**src/core/acw_pkg.sv**
```systemverilog
// constants, types and decode helpers for converter control word zero
`default_nettype none
// Overview of operation
// - bit 30 gates the window-comparator-1 interrupt request
// - bit 23 enables window-comparator-0 checks on routine conversion results
// - sync field 19:16: 0000 free, 0110 parallel, 0111 fast, 1000 slow
// - sync field acts only in the first converter instance
// - discontinuous group size per trigger is count field 15:13 plus one
// - bit 11 splits the routine sequence into discontinuous groups
// - in scan, bit 9 limits window-comparator-0 checks to one channel
// - bit 8 enables scan through the configured channel sequence
// - bit 6 gates the window-comparator-0 interrupt request
// - bit 5 gates the end-of-conversion interrupt request
// - bits 4:0 pick the checked channel, 0 to 17, higher codes reserved
// - fast follow-up starts the second converter 7 converter clocks later
// - slow follow-up starts the second converter 14 converter clocks later
// - parallel mode starts both converters together on the first trigger
// - in synchronised modes the first converter raises its own end interrupt
package acw_pkg;
   // register map
   localparam logic [11:0] OFS_CTL0 = 12'h004;
   localparam logic [11:0] OFS_STAT = 12'h040;
   localparam logic [31:0] CTL0_RESET = 32'h00000000;
   localparam logic [31:0] CTL0_WMASK = 32'h408feb7f;
   // control word field positions
   localparam int POS_WCMP1_IE = 30;
   localparam int POS_RWCMP0_EN = 23;
   localparam int POS_SYNC = 16;
   localparam int POS_DISC_CNT = 13;
   localparam int POS_DISC_EN = 11;
   localparam int POS_SINGLE = 9;
   localparam int POS_SCAN = 8;
   localparam int POS_WCMP0_IE = 6;
   localparam int POS_EOC_IE = 5;
   localparam int POS_CHSEL = 0;
   // sync codes and channel range
   localparam logic [3:0] SYNC_CODE_FREE = 4'h0;
   localparam logic [3:0] SYNC_CODE_PAR = 4'h6;
   localparam logic [3:0] SYNC_CODE_FAST = 4'h7;
   localparam logic [3:0] SYNC_CODE_SLOW = 4'h8;
   localparam logic [4:0] CHSEL_MAX = 5'h11;
   // follow-up delays in converter clock cycles
   localparam logic [3:0] FAST_DELAY = 4'h7;
   localparam logic [3:0] SLOW_DELAY = 4'he;
   // status word bit positions
   localparam int POS_ST_MODE = 0;
   localparam int POS_ST_RSVD_SYNC = 2;
   localparam int POS_ST_SEQ_ERR = 3;
   localparam int POS_ST_RSVD_CH = 4;
   localparam int POS_ST_BUSY = 5;
   localparam int POS_ST_IRQ = 6;
   localparam int POS_ST_OVERRUN = 7;

   typedef enum logic [1:0] {
      SYNC_FREE,
      SYNC_PARALLEL,
      SYNC_FAST,
      SYNC_SLOW
   } acw_sync_t;

   // reserved codes fall back to free mode
   function automatic acw_sync_t acw_decode_sync(input logic [3:0] code);
      acw_sync_t m;
      m = SYNC_FREE;
      if (code == SYNC_CODE_PAR) m = SYNC_PARALLEL;
      else if (code == SYNC_CODE_FAST) m = SYNC_FAST;
      else if (code == SYNC_CODE_SLOW) m = SYNC_SLOW;
      return m;
   endfunction

   function automatic logic acw_sync_legal(input logic [3:0] code);
      return (code == SYNC_CODE_FREE) || (code == SYNC_CODE_PAR) ||
         (code == SYNC_CODE_FAST) || (code == SYNC_CODE_SLOW);
   endfunction
endpackage
`default_nettype wire

```
**src/core/acw_ctl0.sv**
```systemverilog
// converter control word zero: register, mode decode and pair sequencing
`timescale 1ns/1ps
`default_nettype none
module acw_ctl0
   import acw_pkg::*;
#(
   parameter bit FIRST_INSTANCE = 1'b1,
   parameter int ADDR_W = 12
) (
   // clock, reset and freeze
   input wire logic sys_clk,
   input wire logic srst,
   input wire logic clkEn,
   // apb slave
   input wire logic psel,
   input wire logic penable,
   input wire logic pwrite,
   input wire logic [ADDR_W-1:0] paddr,
   input wire logic [31:0] pwdata,
   input wire logic [3:0] pstrb,
   output logic pready,
   output logic pslverr,
   output logic [31:0] prdata,
   // converter timing and triggers
   input wire logic convTick,
   input wire logic firstStart,
   input wire logic routineConvDone,
   // conversion results and event flags
   input wire logic resultValid,
   input wire logic [4:0] resultChannel,
   input wire logic convEndFlag,
   input wire logic wcmp0_event_flag,
   input wire logic wcmp1_event_flag,
   // decoded control fields
   output logic wcmp1_irq_en,
   output logic routine_wcmp0_en,
   output logic [3:0] pair_sync_select,
   output logic [2:0] disc_group_count,
   output logic routine_disc_en,
   output logic wcmp0_single_channel,
   output logic scan_en,
   output logic wcmp0_irq_en,
   output logic conv_end_irq_en,
   output logic [4:0] wcmp0_channel_select,
   // derived behaviour
   output acw_sync_t syncMode,
   output logic [3:0] groupSize,
   output logic secondStart,
   output logic groupDone,
   output logic wcmp0Check,
   output logic irqReq
);
   // register and bus signals
   logic [31:0] ctl0_q, ctl0_d;
   logic [31:0] wrMerged;
   logic [31:0] rdData;
   logic [31:0] statWord;
   logic hitCtl, hitStat, wrStb;

   // sequencing state
   acw_sync_t applied_q, applied_d;
   logic seqErr_q, seqErr_d;
   logic overrun_q, overrun_d;
   logic followStart;
   logic [3:0] followDelay;
   logic followFire;
   logic followBusy;

   // group counter and checker state
   logic [2:0] groupCnt_q, groupCnt_d;
   logic groupDone_q, groupDone_d;
   logic wcmp0Check_q, wcmp0Check_d;
   logic irq_q, irq_d;

   // decode helpers
   acw_sync_t fieldMode;
   logic [3:0] newSync;
   logic rsvdSync;
   logic rsvdChan;
   logic chanMatch;

   // bus front end
   acw_apb_port #(
      .ADDR_W(ADDR_W)
   ) u_port (
      .sys_clk(sys_clk),
      .srst(srst),
      .clkEn(clkEn),
      .psel(psel),
      .penable(penable),
      .pwrite(pwrite),
      .paddr(paddr),
      .pready(pready),
      .pslverr(pslverr),
      .prdata(prdata),
      .rdData(rdData),
      .hitCtl(hitCtl),
      .hitStat(hitStat),
      .wrStb(wrStb)
   );

   // field views straight off the control flop
   assign wcmp1_irq_en = ctl0_q[POS_WCMP1_IE];
   assign routine_wcmp0_en = ctl0_q[POS_RWCMP0_EN];
   assign pair_sync_select = ctl0_q[POS_SYNC +: 4];
   assign disc_group_count = ctl0_q[POS_DISC_CNT +: 3];
   assign routine_disc_en = ctl0_q[POS_DISC_EN];
   assign wcmp0_single_channel = ctl0_q[POS_SINGLE];
   assign scan_en = ctl0_q[POS_SCAN];
   assign wcmp0_irq_en = ctl0_q[POS_WCMP0_IE];
   assign conv_end_irq_en = ctl0_q[POS_EOC_IE];
   assign wcmp0_channel_select = ctl0_q[POS_CHSEL +: 5];

   // group size is count plus one, widened so that count 7 gives 8;
   // the group counter below compares against the raw count instead
   assign groupSize = {1'b0, disc_group_count} + 4'h1;

   // field decode; reserved codes read back but act as free mode
   assign fieldMode = acw_decode_sync(pair_sync_select);
   assign rsvdSync = ~acw_sync_legal(pair_sync_select);
   assign rsvdChan = wcmp0_channel_select > CHSEL_MAX;

   // write merge: byte lanes honour pstrb, reserved bits forced to zero
   always_comb begin
      wrMerged = ctl0_q;
      for (int i = 0; i < 4; i++) begin
         if (pstrb[i]) begin
            wrMerged[8*i +: 8] = pwdata[8*i +: 8];
         end
      end
      wrMerged = wrMerged & CTL0_WMASK;
      newSync = wrMerged[POS_SYNC +: 4];
      ctl0_d = ctl0_q;
      if (wrStb & hitCtl) begin
         ctl0_d = wrMerged;
      end
   end

   always_ff @(posedge sys_clk) begin
      if (srst) begin
         ctl0_q <= CTL0_RESET;
      end else if (clkEn) begin
         ctl0_q <= ctl0_d;
      end
   end

   // the mode that the pair really runs in; only the first instance has one.
   // a change waits while a follow-up start is pending so that a half-done
   // pair start is never cut short by a new mode
   always_comb begin
      applied_d = applied_q;
      if (!FIRST_INSTANCE) begin
         applied_d = SYNC_FREE;
      end else if (!followBusy) begin
         applied_d = fieldMode;
      end
   end

   always_ff @(posedge sys_clk) begin
      if (srst) begin
         applied_q <= SYNC_FREE;
      end else if (clkEn) begin
         applied_q <= applied_d;
      end
   end

   assign syncMode = applied_q;

   // sticky error flags: a write that moves the sync field from one nonzero code to another
   // without passing code 0000, and a trigger while a follow-up is pending.
   // writing one to the status bit clears it, but a new event wins
   always_comb begin
      seqErr_d = seqErr_q;
      overrun_d = overrun_q;
      if (wrStb & hitStat & pwdata[POS_ST_SEQ_ERR] & pstrb[0]) begin
         seqErr_d = 1'b0;
      end
      if (wrStb & hitStat & pwdata[POS_ST_OVERRUN] & pstrb[0]) begin
         overrun_d = 1'b0;
      end
      if (wrStb & hitCtl & (pair_sync_select != SYNC_CODE_FREE) &
          (newSync != SYNC_CODE_FREE) & (newSync != pair_sync_select)) begin
         seqErr_d = 1'b1;
      end
      if (firstStart & followBusy) begin
         overrun_d = 1'b1;
      end
   end

   always_ff @(posedge sys_clk) begin
      if (srst) begin
         seqErr_q <= 1'b0;
         overrun_q <= 1'b0;
      end else if (clkEn) begin
         seqErr_q <= seqErr_d;
         overrun_q <= overrun_d;
      end
   end

   // follow-up modes start the delay on the first converter's start.
   // the delay counts converter ticks, not bus clocks, so the follow-up
   // distance holds while ticks come no faster than one per bus clock; a trigger while a
   // count is pending restarts it rather than queueing a second start
   always_comb begin
      followStart = 1'b0;
      followDelay = FAST_DELAY;
      unique case (applied_q)
         SYNC_FAST: begin
            followStart = firstStart & clkEn;
            followDelay = FAST_DELAY;
         end
         SYNC_SLOW: begin
            followStart = firstStart & clkEn;
            followDelay = SLOW_DELAY;
         end
         SYNC_FREE,
         SYNC_PARALLEL: begin
            followStart = 1'b0;
         end
      endcase
   end

   acw_follow_delay #(
      .CNT_W(4)
   ) u_delay (
      .sys_clk(sys_clk),
      .srst(srst),
      .clkEn(clkEn),
      .convTick(convTick),
      .start(followStart),
      .delay(followDelay),
      .fire(followFire),
      .busy(followBusy)
   );

   // parallel starts the second converter in the same cycle as the first;
   // no flop here, so the pair sees its trigger on the very same edge
   always_comb begin
      secondStart = followFire;
      if ((applied_q == SYNC_PARALLEL) & firstStart & clkEn) begin
         secondStart = 1'b1;
      end
   end

   // discontinuous groups: count routine conversions since the group began
   always_comb begin
      groupCnt_d = groupCnt_q;
      groupDone_d = 1'b0;
      if (!routine_disc_en) begin
         groupCnt_d = 3'h0;
      end else if (routineConvDone) begin
         if (groupCnt_q >= disc_group_count) begin
            groupCnt_d = 3'h0;
            groupDone_d = 1'b1;
         end else begin
            groupCnt_d = groupCnt_q + 3'h1;
         end
      end
   end

   always_ff @(posedge sys_clk) begin
      if (srst) begin
         groupCnt_q <= 3'h0;
         groupDone_q <= 1'b0;
      end else if (clkEn) begin
         groupCnt_q <= groupCnt_d;
         groupDone_q <= groupDone_d;
      end
   end

   assign groupDone = groupDone_q;

   // window comparator 0 check strobe for each routine result.
   // single-channel limiting only applies in scan; a reserved channel
   // code never matches because the match is masked by the reserved-channel flag rsvdChan
   always_comb begin
      chanMatch = (resultChannel == wcmp0_channel_select) & ~rsvdChan;
      wcmp0Check_d = 1'b0;
      if (resultValid & routine_wcmp0_en) begin
         if (scan_en & wcmp0_single_channel) begin
            wcmp0Check_d = chanMatch;
         end else begin
            wcmp0Check_d = 1'b1;
         end
      end
   end

   always_ff @(posedge sys_clk) begin
      if (srst) begin
         wcmp0Check_q <= 1'b0;
      end else if (clkEn) begin
         wcmp0Check_q <= wcmp0Check_d;
      end
   end

   assign wcmp0Check = wcmp0Check_q;

   // interrupt request: each flag gated by its own enable, registered.
   // in a synchronised pair each instance raises only on its own flags,
   // so the first converter answers for its own conversion end
   always_comb begin
      irq_d = 1'b0;
      if (convEndFlag & conv_end_irq_en) begin
         irq_d = 1'b1;
      end
      if (wcmp0_event_flag & wcmp0_irq_en) begin
         irq_d = 1'b1;
      end
      if (wcmp1_event_flag & wcmp1_irq_en) begin
         irq_d = 1'b1;
      end
   end

   always_ff @(posedge sys_clk) begin
      if (srst) begin
         irq_q <= 1'b0;
      end else if (clkEn) begin
         irq_q <= irq_d;
      end
   end

   assign irqReq = irq_q;

   // status word and read mux; unused bits read zero
   always_comb begin
      statWord = 32'h00000000;
      statWord[POS_ST_MODE +: 2] = 2'(applied_q);
      statWord[POS_ST_RSVD_SYNC] = rsvdSync;
      statWord[POS_ST_SEQ_ERR] = seqErr_q;
      statWord[POS_ST_RSVD_CH] = rsvdChan;
      statWord[POS_ST_BUSY] = followBusy;
      statWord[POS_ST_IRQ] = irq_q;
      statWord[POS_ST_OVERRUN] = overrun_q;
      rdData = 32'h00000000;
      if (hitCtl) begin
         rdData = ctl0_q;
      end else if (hitStat) begin
         rdData = statWord;
      end
   end
endmodule
`default_nettype wire

```
**src/core/acw_apb_port.sv**
```systemverilog
// apb slave front end: address decode, strobes and registered read data
`timescale 1ns/1ps
`default_nettype none
module acw_apb_port
   import acw_pkg::*;
#(
   parameter int ADDR_W = 12
) (
   // clock, reset and freeze
   input wire logic sys_clk,
   input wire logic srst,
   input wire logic clkEn,
   // apb
   input wire logic psel,
   input wire logic penable,
   input wire logic pwrite,
   input wire logic [ADDR_W-1:0] paddr,
   output logic pready,
   output logic pslverr,
   output logic [31:0] prdata,
   // register side
   input wire logic [31:0] rdData,
   output logic hitCtl,
   output logic hitStat,
   output logic wrStb
);
   logic [31:0] prdata_q, prdata_d;
   logic hitAny;

   // read data is captured in the setup cycle so the answer comes from a flop
   always_comb begin
      hitCtl = paddr == ADDR_W'(OFS_CTL0);
      hitStat = paddr == ADDR_W'(OFS_STAT);
      hitAny = hitCtl | hitStat;
      pready = clkEn; // no wait states unless frozen
      pslverr = psel & penable & clkEn & ~hitAny;
      wrStb = psel & penable & clkEn & pwrite & hitAny;
      prdata_d = prdata_q;
      if (psel & ~penable & ~pwrite) begin
         prdata_d = hitAny ? rdData : 32'h00000000;
      end
   end

   always_ff @(posedge sys_clk) begin
      if (srst) begin
         prdata_q <= 32'h00000000;
      end else if (clkEn) begin
         prdata_q <= prdata_d;
      end
   end

   assign prdata = prdata_q;
endmodule
`default_nettype wire

```
**src/core/acw_follow_delay.sv**
```systemverilog
// counts converter clock ticks from the first start to the second start
`timescale 1ns/1ps
`default_nettype none
module acw_follow_delay
   import acw_pkg::*;
#(
   parameter int CNT_W = 4
) (
   // clock, reset and freeze
   input wire logic sys_clk,
   input wire logic srst,
   input wire logic clkEn,
   // timing
   input wire logic convTick,
   input wire logic start,
   input wire logic [CNT_W-1:0] delay,
   // result
   output logic fire,
   output logic busy
);
   typedef enum logic {ST_IDLE, ST_WAIT} acw_fd_state_t;
   acw_fd_state_t state_q, state_d;
   logic [CNT_W-1:0] cnt_q, cnt_d;
   logic fire_q, fire_d;

   // a new start restarts the count; the earlier follow-up is dropped
   always_comb begin
      state_d = state_q;
      cnt_d = cnt_q;
      fire_d = 1'b0;
      unique case (state_q)
         ST_IDLE: begin
            if (start) begin
               cnt_d = delay;
               state_d = ST_WAIT;
            end
         end
         ST_WAIT: begin
            if (start) begin
               cnt_d = delay;
            end else if (convTick) begin
               cnt_d = cnt_q - CNT_W'(1);
               if (cnt_q <= CNT_W'(1)) begin
                  fire_d = 1'b1;
                  state_d = ST_IDLE;
               end
            end
         end
      endcase
   end

   always_ff @(posedge sys_clk) begin
      if (srst) begin
         state_q <= ST_IDLE;
         cnt_q <= '0;
         fire_q <= 1'b0;
      end else if (clkEn) begin
         state_q <= state_d;
         cnt_q <= cnt_d;
         fire_q <= fire_d;
      end
   end

   assign fire = fire_q & clkEn;
   assign busy = state_q == ST_WAIT;
endmodule
`default_nettype wire

```
**config.mk**
```make
export PLATFORM = sky130hd
export DESIGN_NAME = acw_ctl0
export DESIGN_NICKNAME = d
export VERILOG_FILES = /design/src/core/acw_pkg.sv /design/src/core/acw_ctl0.sv /design/src/core/acw_apb_port.sv /design/src/core/acw_follow_delay.sv
export SDC_FILE = /design/constraint.sdc
export NUM_CORES = 1
export LEC_CHECK = 0
export BUFFER_PORTS_ARGS = -buffer_cell sky130_fd_sc_hd__buf_4
export CAP_MARGIN = 30
export CORE_MARGIN = 4
export CORE_UTILIZATION = 55
export CTS_CLUSTER_SIZE = 16
export DETAILED_ROUTE_END_ITERATION = 16
export PLACE_DENSITY = 0.87
export SYNTH_ARGS = -nofsm -noshare
export SYNTH_HDL_FRONTEND = slang
export SYNTH_HIERARCHICAL = 1
export SYNTH_SLANG_ARGS = --single-unit
```
**constraint.sdc**
```tcl
create_clock -name sys_clk -period 4.4 [get_ports sys_clk]
set_input_delay 0.66 -clock sys_clk [delete_from_list [all_inputs] [get_ports sys_clk]]
set_output_delay 0.66 -clock sys_clk [all_outputs]
set_load 0.02 [all_outputs]
```
* Word level (Yosys, flattened, before mapping) *
Index checks and enable logic that the tools add are counted.
Widths: inputs -> output; s select.

word-level totals
  output and inout bits = 63
  register bits after elaboration = 67
  input bits = 66
  latch bits = 0
  ROM bits = 0
  bits in writable memories = 0
  word-level logic and storage cells = 129
  memories = 0

operators by class
  shift operators = 0
  divide/modulo/power cells = 0
  reduce and logical (&&, ||, !) cells = 22
  bitwise operators = 34
  equality and inequality tests = 13
  add/subtract/negate cells = 3
  multipliers = 0
  $lt $le $gt $ge = 3
  multiplexer cells = 38

operators by type and width
  cell                 number
  $mux 31              2
  $and 1x1->1          27
  $mux 1               21
  $mux 4               5
  $reduce_and 3->1     5
  $eq 12x3->1 const B  1
  $eq 12x7->1 const B  1
  $reduce_and 2->1     6
  $mux 3               3
  $eq 4x3->1 const B   2
  $mux 8               1
  $pmux 4 s2           1
  $reduce_bool 4->1    2
  $mux 2               3
  $not 1->1            6
  $eq 5x5->1           1
  $gt 5x5->1 const B   1
  $add 3x1->4 const B  1
  $eq 2x2->1 const B   2
  $eq 4x4->1 const B   1
  $le 4x1->1 const B   1
  $logic_not 4->1      1
  $ne 2x2->1 const B   2
  $ne 4x4->1           1
  11 further kinds     16

* Longest topological paths before layout *
Gate-level depths: netlist (run 1).

  word-level depth = 10
  depth in mapped cells = 10
  mapped depth without buffers = 8

* By module *
The synthesis (run 1) kept the hierarchy.

by module, submodules not included
  module            area each (µm²)  times used  sequential area each (µm²)  cells each
  acw_ctl0          1630.3           1           580.6                       221
  acw_apb_port      1622.8           1           640.6                       123
  acw_follow_delay  392.9            1           120.1                       43

* Worst setup path before layout (run 1) *
OpenSTA, ideal clock, no wires.

  path type = input port to flip-flop
  start = input port paddr[9]
  end = register seqErr_q
  buffers on the path = 0
  data required time = 4.329 ns
  library setup time = 0.071 ns
  cell stages on the path = 7
  path slack = 1.803 ns
  arrival = 2.526 ns
  path through = nor4_4 nand3_1 nor3b_1 and3_1 nand2_2 or4_1 a21oi_1

on the way
  cells in the longest elaborated chain, start to end = 9
  elaborated cells between the ends (all ways) = 14
  classes of those cells = eq/ne (2); mux (1); bitwise (9); reduce/logical (2)

RTL lines
  item                                line                source
  start, declared                     acw_ctl0.sv:18      input wire logic [ADDR_W-1:0] paddr,
  $eq 12x3->1 *                       acw_apb_port.sv:32  hitCtl = paddr == ADDR_W'(OFS_CTL0);
  net hitCtl                          acw_ctl0.sv:58      logic hitCtl, hitStat, wrStb;
  $or 1x1->1                          acw_apb_port.sv:34  hitAny = hitCtl | hitStat;
  $and 1x1->1                         acw_apb_port.sv:37  wrStb = psel & penable & clkEn & pwrite & hitAny;
  $and 1x1->1 (3 in a row)            acw_ctl0.sv:181     if (wrStb & hitCtl & (pair_sync_select != SYNC_CODE_FREE) &
  $and 1x1->1                         acw_ctl0.sv:182     (newSync != SYNC_CODE_FREE) & (newSync != pair_sync_select)) begin
  $reduce_bool 2->1 (no source line)  --
  $reduce_and 2->1 (no source line)   --
  end signal, assigned                acw_ctl0.sv:195     seqErr_q <= seqErr_d;
  end, declared                       acw_ctl0.sv:62      logic seqErr_q, seqErr_d;

The timed path passes the listed nets; every way through them passes the cells marked *.
A chain may end at the register's enable or synchronous reset.

* Worst setup path after layout (run 1) *
Same ends and word-level chain as after synthesis.

==> results by group, run 1 <==
Timing
  • Final Hold Fails: 0
  • Fmax: 0.3696 GHz
  • Max-slew headroom: 0.4335
  • Tmin final: 2.706 ns
  • Tcrit/Tclk final: 0.6149
  • Worst Tran Pin Value: 0.8480 ns
  • Setup Skew: 0.01068 ns
  • Slew Limit Fails: 0
  • Unrepaired setup endpoints after global routing: false
  • Hold Slack: 0.4717 ns
  • Setup-failing EPs final: 0
  • Setup_tns: 0 ns

Floorplan
  • Ports: 129
  • Die footprint: 0.007996 mm2
  • Initial Util: 0.5709
  • CORE AREA: 0.006386 mm2
  • Die width: 89.42 um
  • Die H: 89.42 um
  • Rows: 29

Worst setup path
  • CP Max Fanout: 25
  • CP max-delay cell: or4_1
  • Top cell by count, worst path: buf_4
  • Critical Path End Type: register
  • Nature of the critical path startpoint: input port
  • Ordered cell list for the critical path: buf_4 > nor4_4 > nand3_1 > nor3b_2 > buf_4 > and3_1 > buf_4 > nand2_2 > or4_1 > a21oi_1
  • Slowest cell delay on critical path: 0.56 ns
  • Critical path class: in -> reg
  • Worst path arrival time: 2.98 ns
  • WP data required: 4.68 ns

Logic synthesis
  • Post-synth EDFFs: 0
  • Ys Warns: 6
  • Yosys reg bits: 67
  • Mapped Cells: 387
  • Cell variety after synth: 59
  • Synth Area per Inst: 9.421 um2
  • Fraction of registers with async set/reset: 0
  • Sequential area share after synthesis: 0.3679
  • Synthesized cell area: 0.003646 mm2
  • Synth Flop Type: dfxtp_1

Drt
  • 1st-pass router iterations: 4
  • DR iter-0 viols: 231
  • Post-detailed-route count of antenna-violating nets: 0
  • Vias/cell: 5.724
  • Wire per inst: 17.19 um
  • Routed WL: 10.09 mm
  • Vias: 3360
  • # DRC: 0

Cells and area
  • Final Non-Filler Cells: 587
  • Utilization after layout: 0.7461
  • Final nets: 578
  • Area grow syn2layout: 30.68%
  • Fillers: 459
  • Commonest non-fill, non-tap cell in the layout: buf_4
  • Ant. Diodes: 0
  • Most frequent cells in the layout: buf_4, dfxtp_1, nand2_1
  • Layout cells sized above 1: 0.3471

Clock network
  • Post-CTS Setup Bufs: 0
  • Post-CTS Hold Fix Bufs: 0
  • Total CTS buffers: 9
  • Root Driver: clkbuf_8
  • CTS tree: yes
  • Clk slew on worst S/H paths: 0.07 ns
  • CTS-repair resized insts: 0
  • Clk_lat worst skew: 0.35 ns
  • Worst-case clock buffer depth: 2
  • Clock Sinks: 67
  • CTS H-Tree Depth: 3

Status
  • Status: finished, final reports clean

Run
  • Max-cap violations: 0

Global route
  • GRT Overall Usage: 0.2525
  • Total global routing overflow: 0
  • Initial antenna violation count: 0
  • Number of global-route vias before repair: 3283
  • First-pass GRT wire length: 15.76 mm
  • Largest net degree at the start of global routing: 71

Power
  • Int Power: 977.1 uW
  • Combinational Power Share: 0.081
  • Total Power: 1.277 mW
  • Sequential Power Share: 0.477
  • Switch share: 0.2348
  • Clock power share: 0.442
  • Power per cell area: 268.0 mW/mm2
  • Psw: 299.8 uW
  • VDD IR max: 0.2543 mV
  • Leak Pwr: 1.897 nW

Placement
  • I/O Buffers: 116
  • Final HPWL DP: 7.037 mm
  • Placer congestion estimate: 0.8185
  • Placed cells: 571

Hold path
  • Class of the worst hold path: reg -> reg
registers in the layout, summed over array words and instances (netlist names):
name and cells:
seqErr_q 1, groupCnt_q 3, groupDone 1, u_delay/fire_q 1, u_port/prdata 32, u_delay/busy 1
u_delay/cnt_q 4, syncMode 2, overrun_q 1, wcmp0Check 1, ctl0_q 19, irqReq 1
kinds of logic after synthesis:
kind of cell             synth area share
AO/OA/AOI/OAI                      0.2467
XOR/XNOR                          0.02402
adder cells (fa/ha/maj)           0.02402
buffers and inverters             0.05353
flip-flops                         0.3679
other                            0.002060
AND/OR/NAND/NOR                    0.2817
metal layers:
layer | GRT usage | share of wire
met5 | 0 | 0
met4 | 0.09743 | 0.018
met2 | 0.4327 | 0.51
met1 | 0.3080 | 0.40
met3 | 0.05530 | 0.075
worst max-delay path: cells and delay by family:
family	cells	cell delay [ns]
simple gates	6	1.60
buf+inv	3	0.58
compound gates	1	0.14
worst paths after layout:
check,cells after the start,endpoint,startpoint,slack [ns]
max,10,seqErr_q,paddr[9],1.69
min,1,u_port/prdata[16],u_port/prdata[16],0.47
max reg2reg,6,groupCnt_q[0],ctl0_q[15],2.67
min reg2reg,1,u_port/prdata[16],u_port/prdata[16],0.47
power by group through the flow:
stage / registers [mW] / logic [mW] / clock network [mW]
after floorplan: 0.624 / 0.0459 / 0
after global placement: 0.623 / 0.0962 / 0
after detailed placement: 0.623 / 0.101 / 0
after CTS: 0.609 / 0.102 / 0.570
after global routing: 0.609 / 0.110 / 0.593
final: 0.609 / 0.103 / 0.565
synth_stat cells, types with 4 or more instances:
cell type	number	area, um2
dfxtp_1	67	1341
buf_4	4	30.03
ha_1	7	87.58
nor2_1	9	33.78
o21ai_0	9	45.04
a21oi_1	27	135.1
nor4_1	4	25.02
clkbuf_1	12	45.04
nor2b_1	4	25.02
xor2_1	10	87.58
inv_1	10	37.54
and2_1	15	93.84
o2bb2ai_2	27	405.4
buf_6	6	67.56
nand2_1	54	202.7
nand3b_1	34	255.2
and3_1	4	25.02
nand2b_1	10	62.56
nand3_1	9	45.04
final cells by class:
cell class              count  area, um2  share of cell area
multi-input cells         297       2160              0.4533
flip-flops and latches     67       1341              0.2815
repair buffers            120      913.4              0.1917
clock buffers              10      127.6             0.02679
well taps                  77      96.34             0.02022
clock inverters             6      88.84             0.01864
inverters                  10      37.54            0.007878
stage by stage:
stage | worst slack [ns] | instance area (um2)
2_1_floorplan | 1.803 | 3691
3_3_place_gp | 1.392 | 4528
3_5_place_dp | 1.364 | 4548
4_1_cts | 1.696 | 4765
5_1_grt | 1.574 | 4765
6_report | 1.694 | 4765
Note: power is estimated with default switching activity, not from simulation.
==> run 2, diff against run 1 <==
- CORE_UTILIZATION: 55 -> 46
- PLACE_DENSITY: 0.87 -> 0.78
- clock period: 4.4 -> 2.34 ns (I/O delays scaled with it)
==> results by group, run 2 (same netlist as run 1, synthesis figures left out) <==
Status
  • Status: finished, final reports clean

Cells and area
  • Layout cells sized above 1: 0.3591 (+0.01201)
  • Most frequent cells in the layout: buf_4, dfxtp_1, nand2_1
  • Commonest non-fill, non-tap cell in the layout: buf_4
  • Area grow syn2layout: 33.12%
  • Final nets: 586 (+1.4%)
  • Design Area, Final: 0.004853 mm2 (+1.9%)
  • Max FFs per register: 32 (unchanged)
  • Ant. Diodes: 0 (unchanged)

Hold path
  • Class of the worst hold path: in -> reg

Timing
  • Setup ws final: 0.2075 ns (-1.487 ns)
  • Setup_tns: 0 ns (unchanged)
  • Tmin final: 2.133 ns
  • Max-slew headroom: 0.6276 (+0.1942)
  • Worst Tran Pin Value: 0.5586 ns (-0.2894 ns)
  • Fmax: 0.4689 GHz
  • Unrepaired setup endpoints after global routing: false
  • Slew Limit Fails: 0 (unchanged)
  • Setup-failing EPs final: 0 (unchanged)
  • Final Hold Fails: 0 (unchanged)
  • Tcrit/Tclk final: 0.9113
  • Setup Skew: 0.008619 ns (-0.002061 ns)

Global route
  • Number of global-route vias before repair: 3345 (+1.9%)
  • Largest net degree at the start of global routing: 50 (-30%)
  • Initial antenna violation count: 0 (unchanged)
  • Total global routing overflow: 0 (unchanged)
  • GRT Overall Usage: 0.2118 (-0.04069)
  • First-pass GRT wire length: 16.43 mm (+4.2%)

Clock network
  • Root Driver: clkbuf_8
  • Clk slew on worst S/H paths: 0.08 ns (about the same)
  • CTS H-Tree Depth: 3 (unchanged)
  • CTS-repair resized insts: 0 (unchanged)
  • Post-CTS Setup Bufs: 0 (unchanged)
  • Clock Sinks: 67 (unchanged)
  • Worst-case clock buffer depth: 2 (unchanged)
  • Total CTS buffers: 9 (unchanged)
  • Post-CTS Hold Fix Bufs: 0 (unchanged)
  • CTS tree: yes
  • Clk_lat worst skew: 0.34 ns (about the same)

Placement
  • I/O Buffers: 116 (unchanged)
  • Final HPWL DP: 7.482 mm (+6.3%)
  • Placed cell area: 0.004627 mm2 (+1.7%)
  • Post-placement worst setup slack: 0.07219 ns (-1.292 ns)
  • Placer congestion estimate: 0.8579 (+4.8%)

Floorplan
  • Ports: 129 (unchanged)
  • Die footprint: 0.009415 mm2 (+18%)
  • Die H: 97.03 um (+8.5%)
  • Initial Util: 0.4718 (-0.09910)
  • Die width: 97.03 um (+8.5%)
  • Rows: 32 (+10%)
  • CORE AREA: 0.007727 mm2 (+21%)

Drt
  • Vias/cell: 5.405 (-5.6%)
  • # DRC: 0 (unchanged)
  • Post-detailed-route count of antenna-violating nets: 0 (unchanged)
  • 1st-pass router iterations: 4 (unchanged)
  • DR iter-0 viols: 184 (-20%)
  • Routed WL: 10.09 mm (about the same)
  • Vias: 3351 (-0.27%)
  • Wire per inst: 16.28 um (-5.3%)

Power
  • VDD IR max: 0.4147 mV (+63%)
  • Power per cell area: 499.3 mW/mm2 (+86%)
  • Leak Pwr: 1.939 nW (+2.2%)
  • Total Power: 2.423 mW (+90%)

Worst setup path
  • Critical Path End Type: output pin
  • Worst path arrival time: 1.78 ns (-1.20 ns)
  • CP Max Fanout: 33 (+32%)
  • Nature of the critical path startpoint: input port
  • Critical path class: in -> out
  • WP data required: 1.99 ns (-2.69 ns)

Run
  • Max-cap violations: 0 (unchanged)
run 2: layout make-up:
class / instances / area (um2)
fill: 657 / 2874
multi-input combinational: 297 / 2160
clock inverter: 6 / 88.84
sequential: 67 / 1341
timing repair buffer: 128 / 960.9
inverter: 10 / 37.54
tap: 102 / 127.6
clock buffer: 10 / 137.6
run 2: path summary, 6_finish.rpt:
kind | startpoint | to | slack, ns | cells past startpoint
worst max-delay path | paddr[9] | pslverr | 0.21 | 7
worst min-delay path | pwdata[6] | ctl0_q[6] | 0.25 | 3
worst min register to register | u_port/prdata[31] | u_port/prdata[31] | 0.47 | 1
worst max register to register | ctl0_q[15] | groupCnt_q[2] | 0.68 | 6
run 2: power by group:
part           total, mW  leakage (nW)  internal, mW  switching [mW]
sequential          1.15         0.540          1.14         0.00335
clock               1.08         0.108         0.629           0.455
combinational      0.195          1.29        0.0954          0.0994
run 2: worst max-delay path: stages:
cell and delay [ns]:
buf_4 0.12, nor4_4 0.28, buf_4 0.16, nand4_4 0.10, buf_4 0.33, and4_1 0.29, buf_4 0.15
run 2: metal layers:
layer  GRT usage  part of all wire  vias to the layer above
li1            -                 -                     1642
met1      0.2576              0.42                     1581
met2      0.3577              0.49                      120
met3     0.06128             0.079                        8
met4     0.07127            0.0081                        0
met5           0                 0                        -
run 2: per-stage QoR:
step	hold WS (ns)	cells	util
2_1_floorplan	0.4201	399	-
3_3_place_gp	0.4505	604	0.5988
3_5_place_dp	0.4518	604	0.5988
4_1_cts	0.2384	620	0.6281
5_1_grt	0.2506	620	0.6281
6_report	0.2524	620	0.6281
==> run 3, diff against run 2 <==
--- a/config.mk
+++ b/config.mk
@@ -9,3 +9,2 @@
 export CAP_MARGIN = 30
-export CORE_MARGIN = 4
 export CORE_UTILIZATION = 46
@@ -13,2 +12,3 @@
 export DETAILED_ROUTE_END_ITERATION = 16
+export HOLD_SLACK_MARGIN = 0.06
 export PLACE_DENSITY = 0.78
--- a/constraint.sdc
+++ b/constraint.sdc
@@ -3,2 +3,2 @@
 set_output_delay 0.351 -clock sys_clk [all_outputs]
-set_load 0.02 [all_outputs]
+set_load 0.005 [all_outputs]
==> results by group, run 3 (same netlist as run 1, synthesis figures left out) <==
Timing
  • Setup-failing EPs final: 0 (unchanged)
  • Setup Skew: 0.009851 ns (+0.001232 ns)
  • Unrepaired setup endpoints after global routing: false
  • Tcrit/Tclk final: 0.8994 (-0.01194)
  • Setup_tns: 0 ns (unchanged)
  • Max-slew headroom: 0.5920 (-0.03564)
  • Tmin final: 2.105 ns (-0.02794 ns)
  • Slew Limit Fails: 0 (unchanged)
  • Fmax: 0.4751 GHz (+1.3%)
  • Final Hold Fails: 0 (unchanged)
  • Worst Tran Pin Value: 0.6120 ns (+0.05346 ns)

Placement
  • Placed cell area: 0.004624 mm2 (about the same)
  • Placer congestion estimate: 0.8431 (-1.7%)
  • I/O Buffers: 116 (unchanged)
  • Placed cells: 602 (-0.33%)
  • Final HPWL DP: 6.833 mm (-8.7%)

Power
  • VDD IR max: 0.3255 mV (-22%)
  • Power per cell area: 520.1 mW/mm2 (+4.2%)
  • Leak Pwr: 1.945 nW (+0.32%)
  • Total Power: 2.534 mW (+4.6%)

Clock network
  • Clock Sinks: 67 (unchanged)
  • CTS-repair resized insts: 0 (unchanged)
  • Worst-case clock buffer depth: 2 (unchanged)
  • Post-CTS Setup Bufs: 0 (unchanged)
  • CTS H-Tree Depth: 3 (unchanged)
  • Root Driver: clkbuf_8
  • Post-CTS Hold Fix Bufs: 0 (unchanged)
  • Total CTS buffers: 9 (unchanged)
  • Clk_lat worst skew: 0.35 ns (about the same)
  • CTS tree: yes
  • Clk slew on worst S/H paths: 0.08 ns (about the same)

Run
  • Max-cap violations: 0 (unchanged)

Worst setup path
  • Crit path buf inv count: 4 (unchanged)
  • Start point of the critical path: paddr[9]
  • WP depth: 7 (unchanged)
  • Slowest cell delay on critical path: 0.32 ns (about the same)
  • Worst r2r src: ctl0_q[15]
  • CP max-delay cell: buf_4
  • WP data required: 1.99 ns (about the same)
  • Nature of the critical path startpoint: input port
  • CP delay by family, top: buffers and inverters
  • R2r endpoint: groupCnt_q[2]
  • Worst Setup EP: pslverr
  • Critical Path End Type: output pin
  • CP Max Fanout: 33 (unchanged)
  • FF-to-FF path depth: 6 (unchanged)
  • Worst path arrival time: 1.75 ns (-0.03 ns)
  • Ordered cell list for the critical path: buf_4 > nor4_4 > buf_4 > nand4_4 > buf_4 > and4_1 > buf_4
  • Critical path class: in -> out
  • Top cell by count, worst path: buf_4
  • R2R setup slack: 0.63 ns (-0.05 ns)

Cells and area
  • Ant. Diodes: 0 (unchanged)
  • Commonest non-fill, non-tap cell in the layout: buf_4
  • Most frequent cells in the layout: buf_4, dfxtp_1, nand2_1
  • Max FFs per register: 32 (unchanged)
  • Design Area, Final: 0.004872 mm2 (+0.39%)
  • Layout cells sized above 1: 0.3566 (-0.002484)
  • Final Non-Filler Cells: 618 (-0.32%)
  • Final nets: 584 (-0.34%)
  • Area grow syn2layout: 33.63%

Global route
  • GR Util met2: 0.3851 (+0.02735)
  • GR Layer Usage met1: 0.2949 (+0.03728)
  • Number of global-route vias before repair: 3247 (-2.9%)
  • Most Used Layer, Global Route: met2
  • Largest net degree at the start of global routing: 70 (+40%)
  • GRT Overall Usage: 0.2381 (+0.02634)
  • First-pass GRT wire length: 15.74 mm (-4.2%)
  • Total global routing overflow: 0 (unchanged)
  • Initial antenna violation count: 0 (unchanged)
  • Met3 Usage GRT: 0.07370 (+0.01242)

Floorplan
  • Rows: 32 (unchanged)
  • Initial Util: 0.4743 (+0.002457)
  • CORE AREA: 0.007687 mm2 (-0.52%)
  • Ports: 129 (unchanged)
  • Die H: 91.03 um (-6.2%)
  • Die footprint: 0.008286 mm2 (-12%)
  • Die width: 91.03 um (-6.2%)

Drt
  • Vias: 3277 (-2.2%)
  • DR iter-0 viols: 147 (-20%)
  • # DRC: 0 (unchanged)
  • Post-detailed-route count of antenna-violating nets: 0 (unchanged)
  • 1st-pass router iterations: 4 (unchanged)
  • Vias/cell: 5.303 (-1.9%)
  • Wire per inst: 15.17 um (-6.8%)
  • Routed WL: 9.375 mm (-7.1%)

Hold path
  • Worst hold stages: 3 (unchanged)
  • Class of the worst hold path: in -> reg

Status
  • Status: finished, final reports clean
## run 3: cell count changes in the layout (fill, tap and decap cells not counted)
cell        delta
clkinvlp_4     -1
buf_12         +1
bufinv_16      +1
inv_6          +2
clkbuf_8       -1
clkinv_2       -1
buf_4          -3
## run 3: layout make-up
class / count / area (um2)
multi-input cells: 297 / 2160
inverters: 10 / 37.54
clock buffers: 9 / 123.9
well taps: 102 / 127.6
flip-flops and latches: 67 / 1341
clock inverters: 7 / 123.9
repair buffers: 126 / 958.4
fillers: 675 / 2815
## run 3: per-stage QoR
| stage | setup WS, ns | hold slack, ns | utilization |
|---|---|---|---|
| floorplan | 0.05248 | 0.4201 | - |
| global placement | 0.09800 | 0.4496 | 0.5990 |
| detailed placement | 0.04870 | 0.4521 | 0.6016 |
| CTS | 0.2256 | 0.2365 | 0.6338 |
| global route | 0.1530 | 0.2381 | 0.6338 |
| finish | 0.2354 | 0.2413 | 0.6338 |
## run 3: how the worst min path moves through the flow
stage                     slack (ns)              start                 to
after floorplan                 0.42               srst       u_delay/busy
after global placement          0.45  u_port/prdata[31]  u_port/prdata[31]
after CTS                       0.24          pwdata[0]          ctl0_q[0]
after global routing            0.24          pwdata[0]          ctl0_q[0]
after detailed placement        0.45  u_port/prdata[17]  u_port/prdata[17]
final                           0.24          pwdata[0]          ctl0_q[0]
## run 3: where the power goes
group          internal, mW  total, mW  switching [mW]
Combinational        0.0966      0.191          0.0947
Clock                 0.717       1.20           0.481
Sequential             1.14       1.15         0.00330
## run 3: per-layer routing
metal / up-vias / wire length [um]
met5: - / 0
met2: 115 / 4295
li1: 1631 / -
met1: 1518 / 4171
met4: 0 / 153
met3: 13 / 755
## run 3: worst register-to-register path, delay by kind of cell, from the launching register on
family	cells	cell delay (ns)
AO/OA/AOI/OAI	4	0.80
adder cells (fa/ha/maj)	1	0.31
buffers and inverters	1	0.10
flip-flops	1	0.43
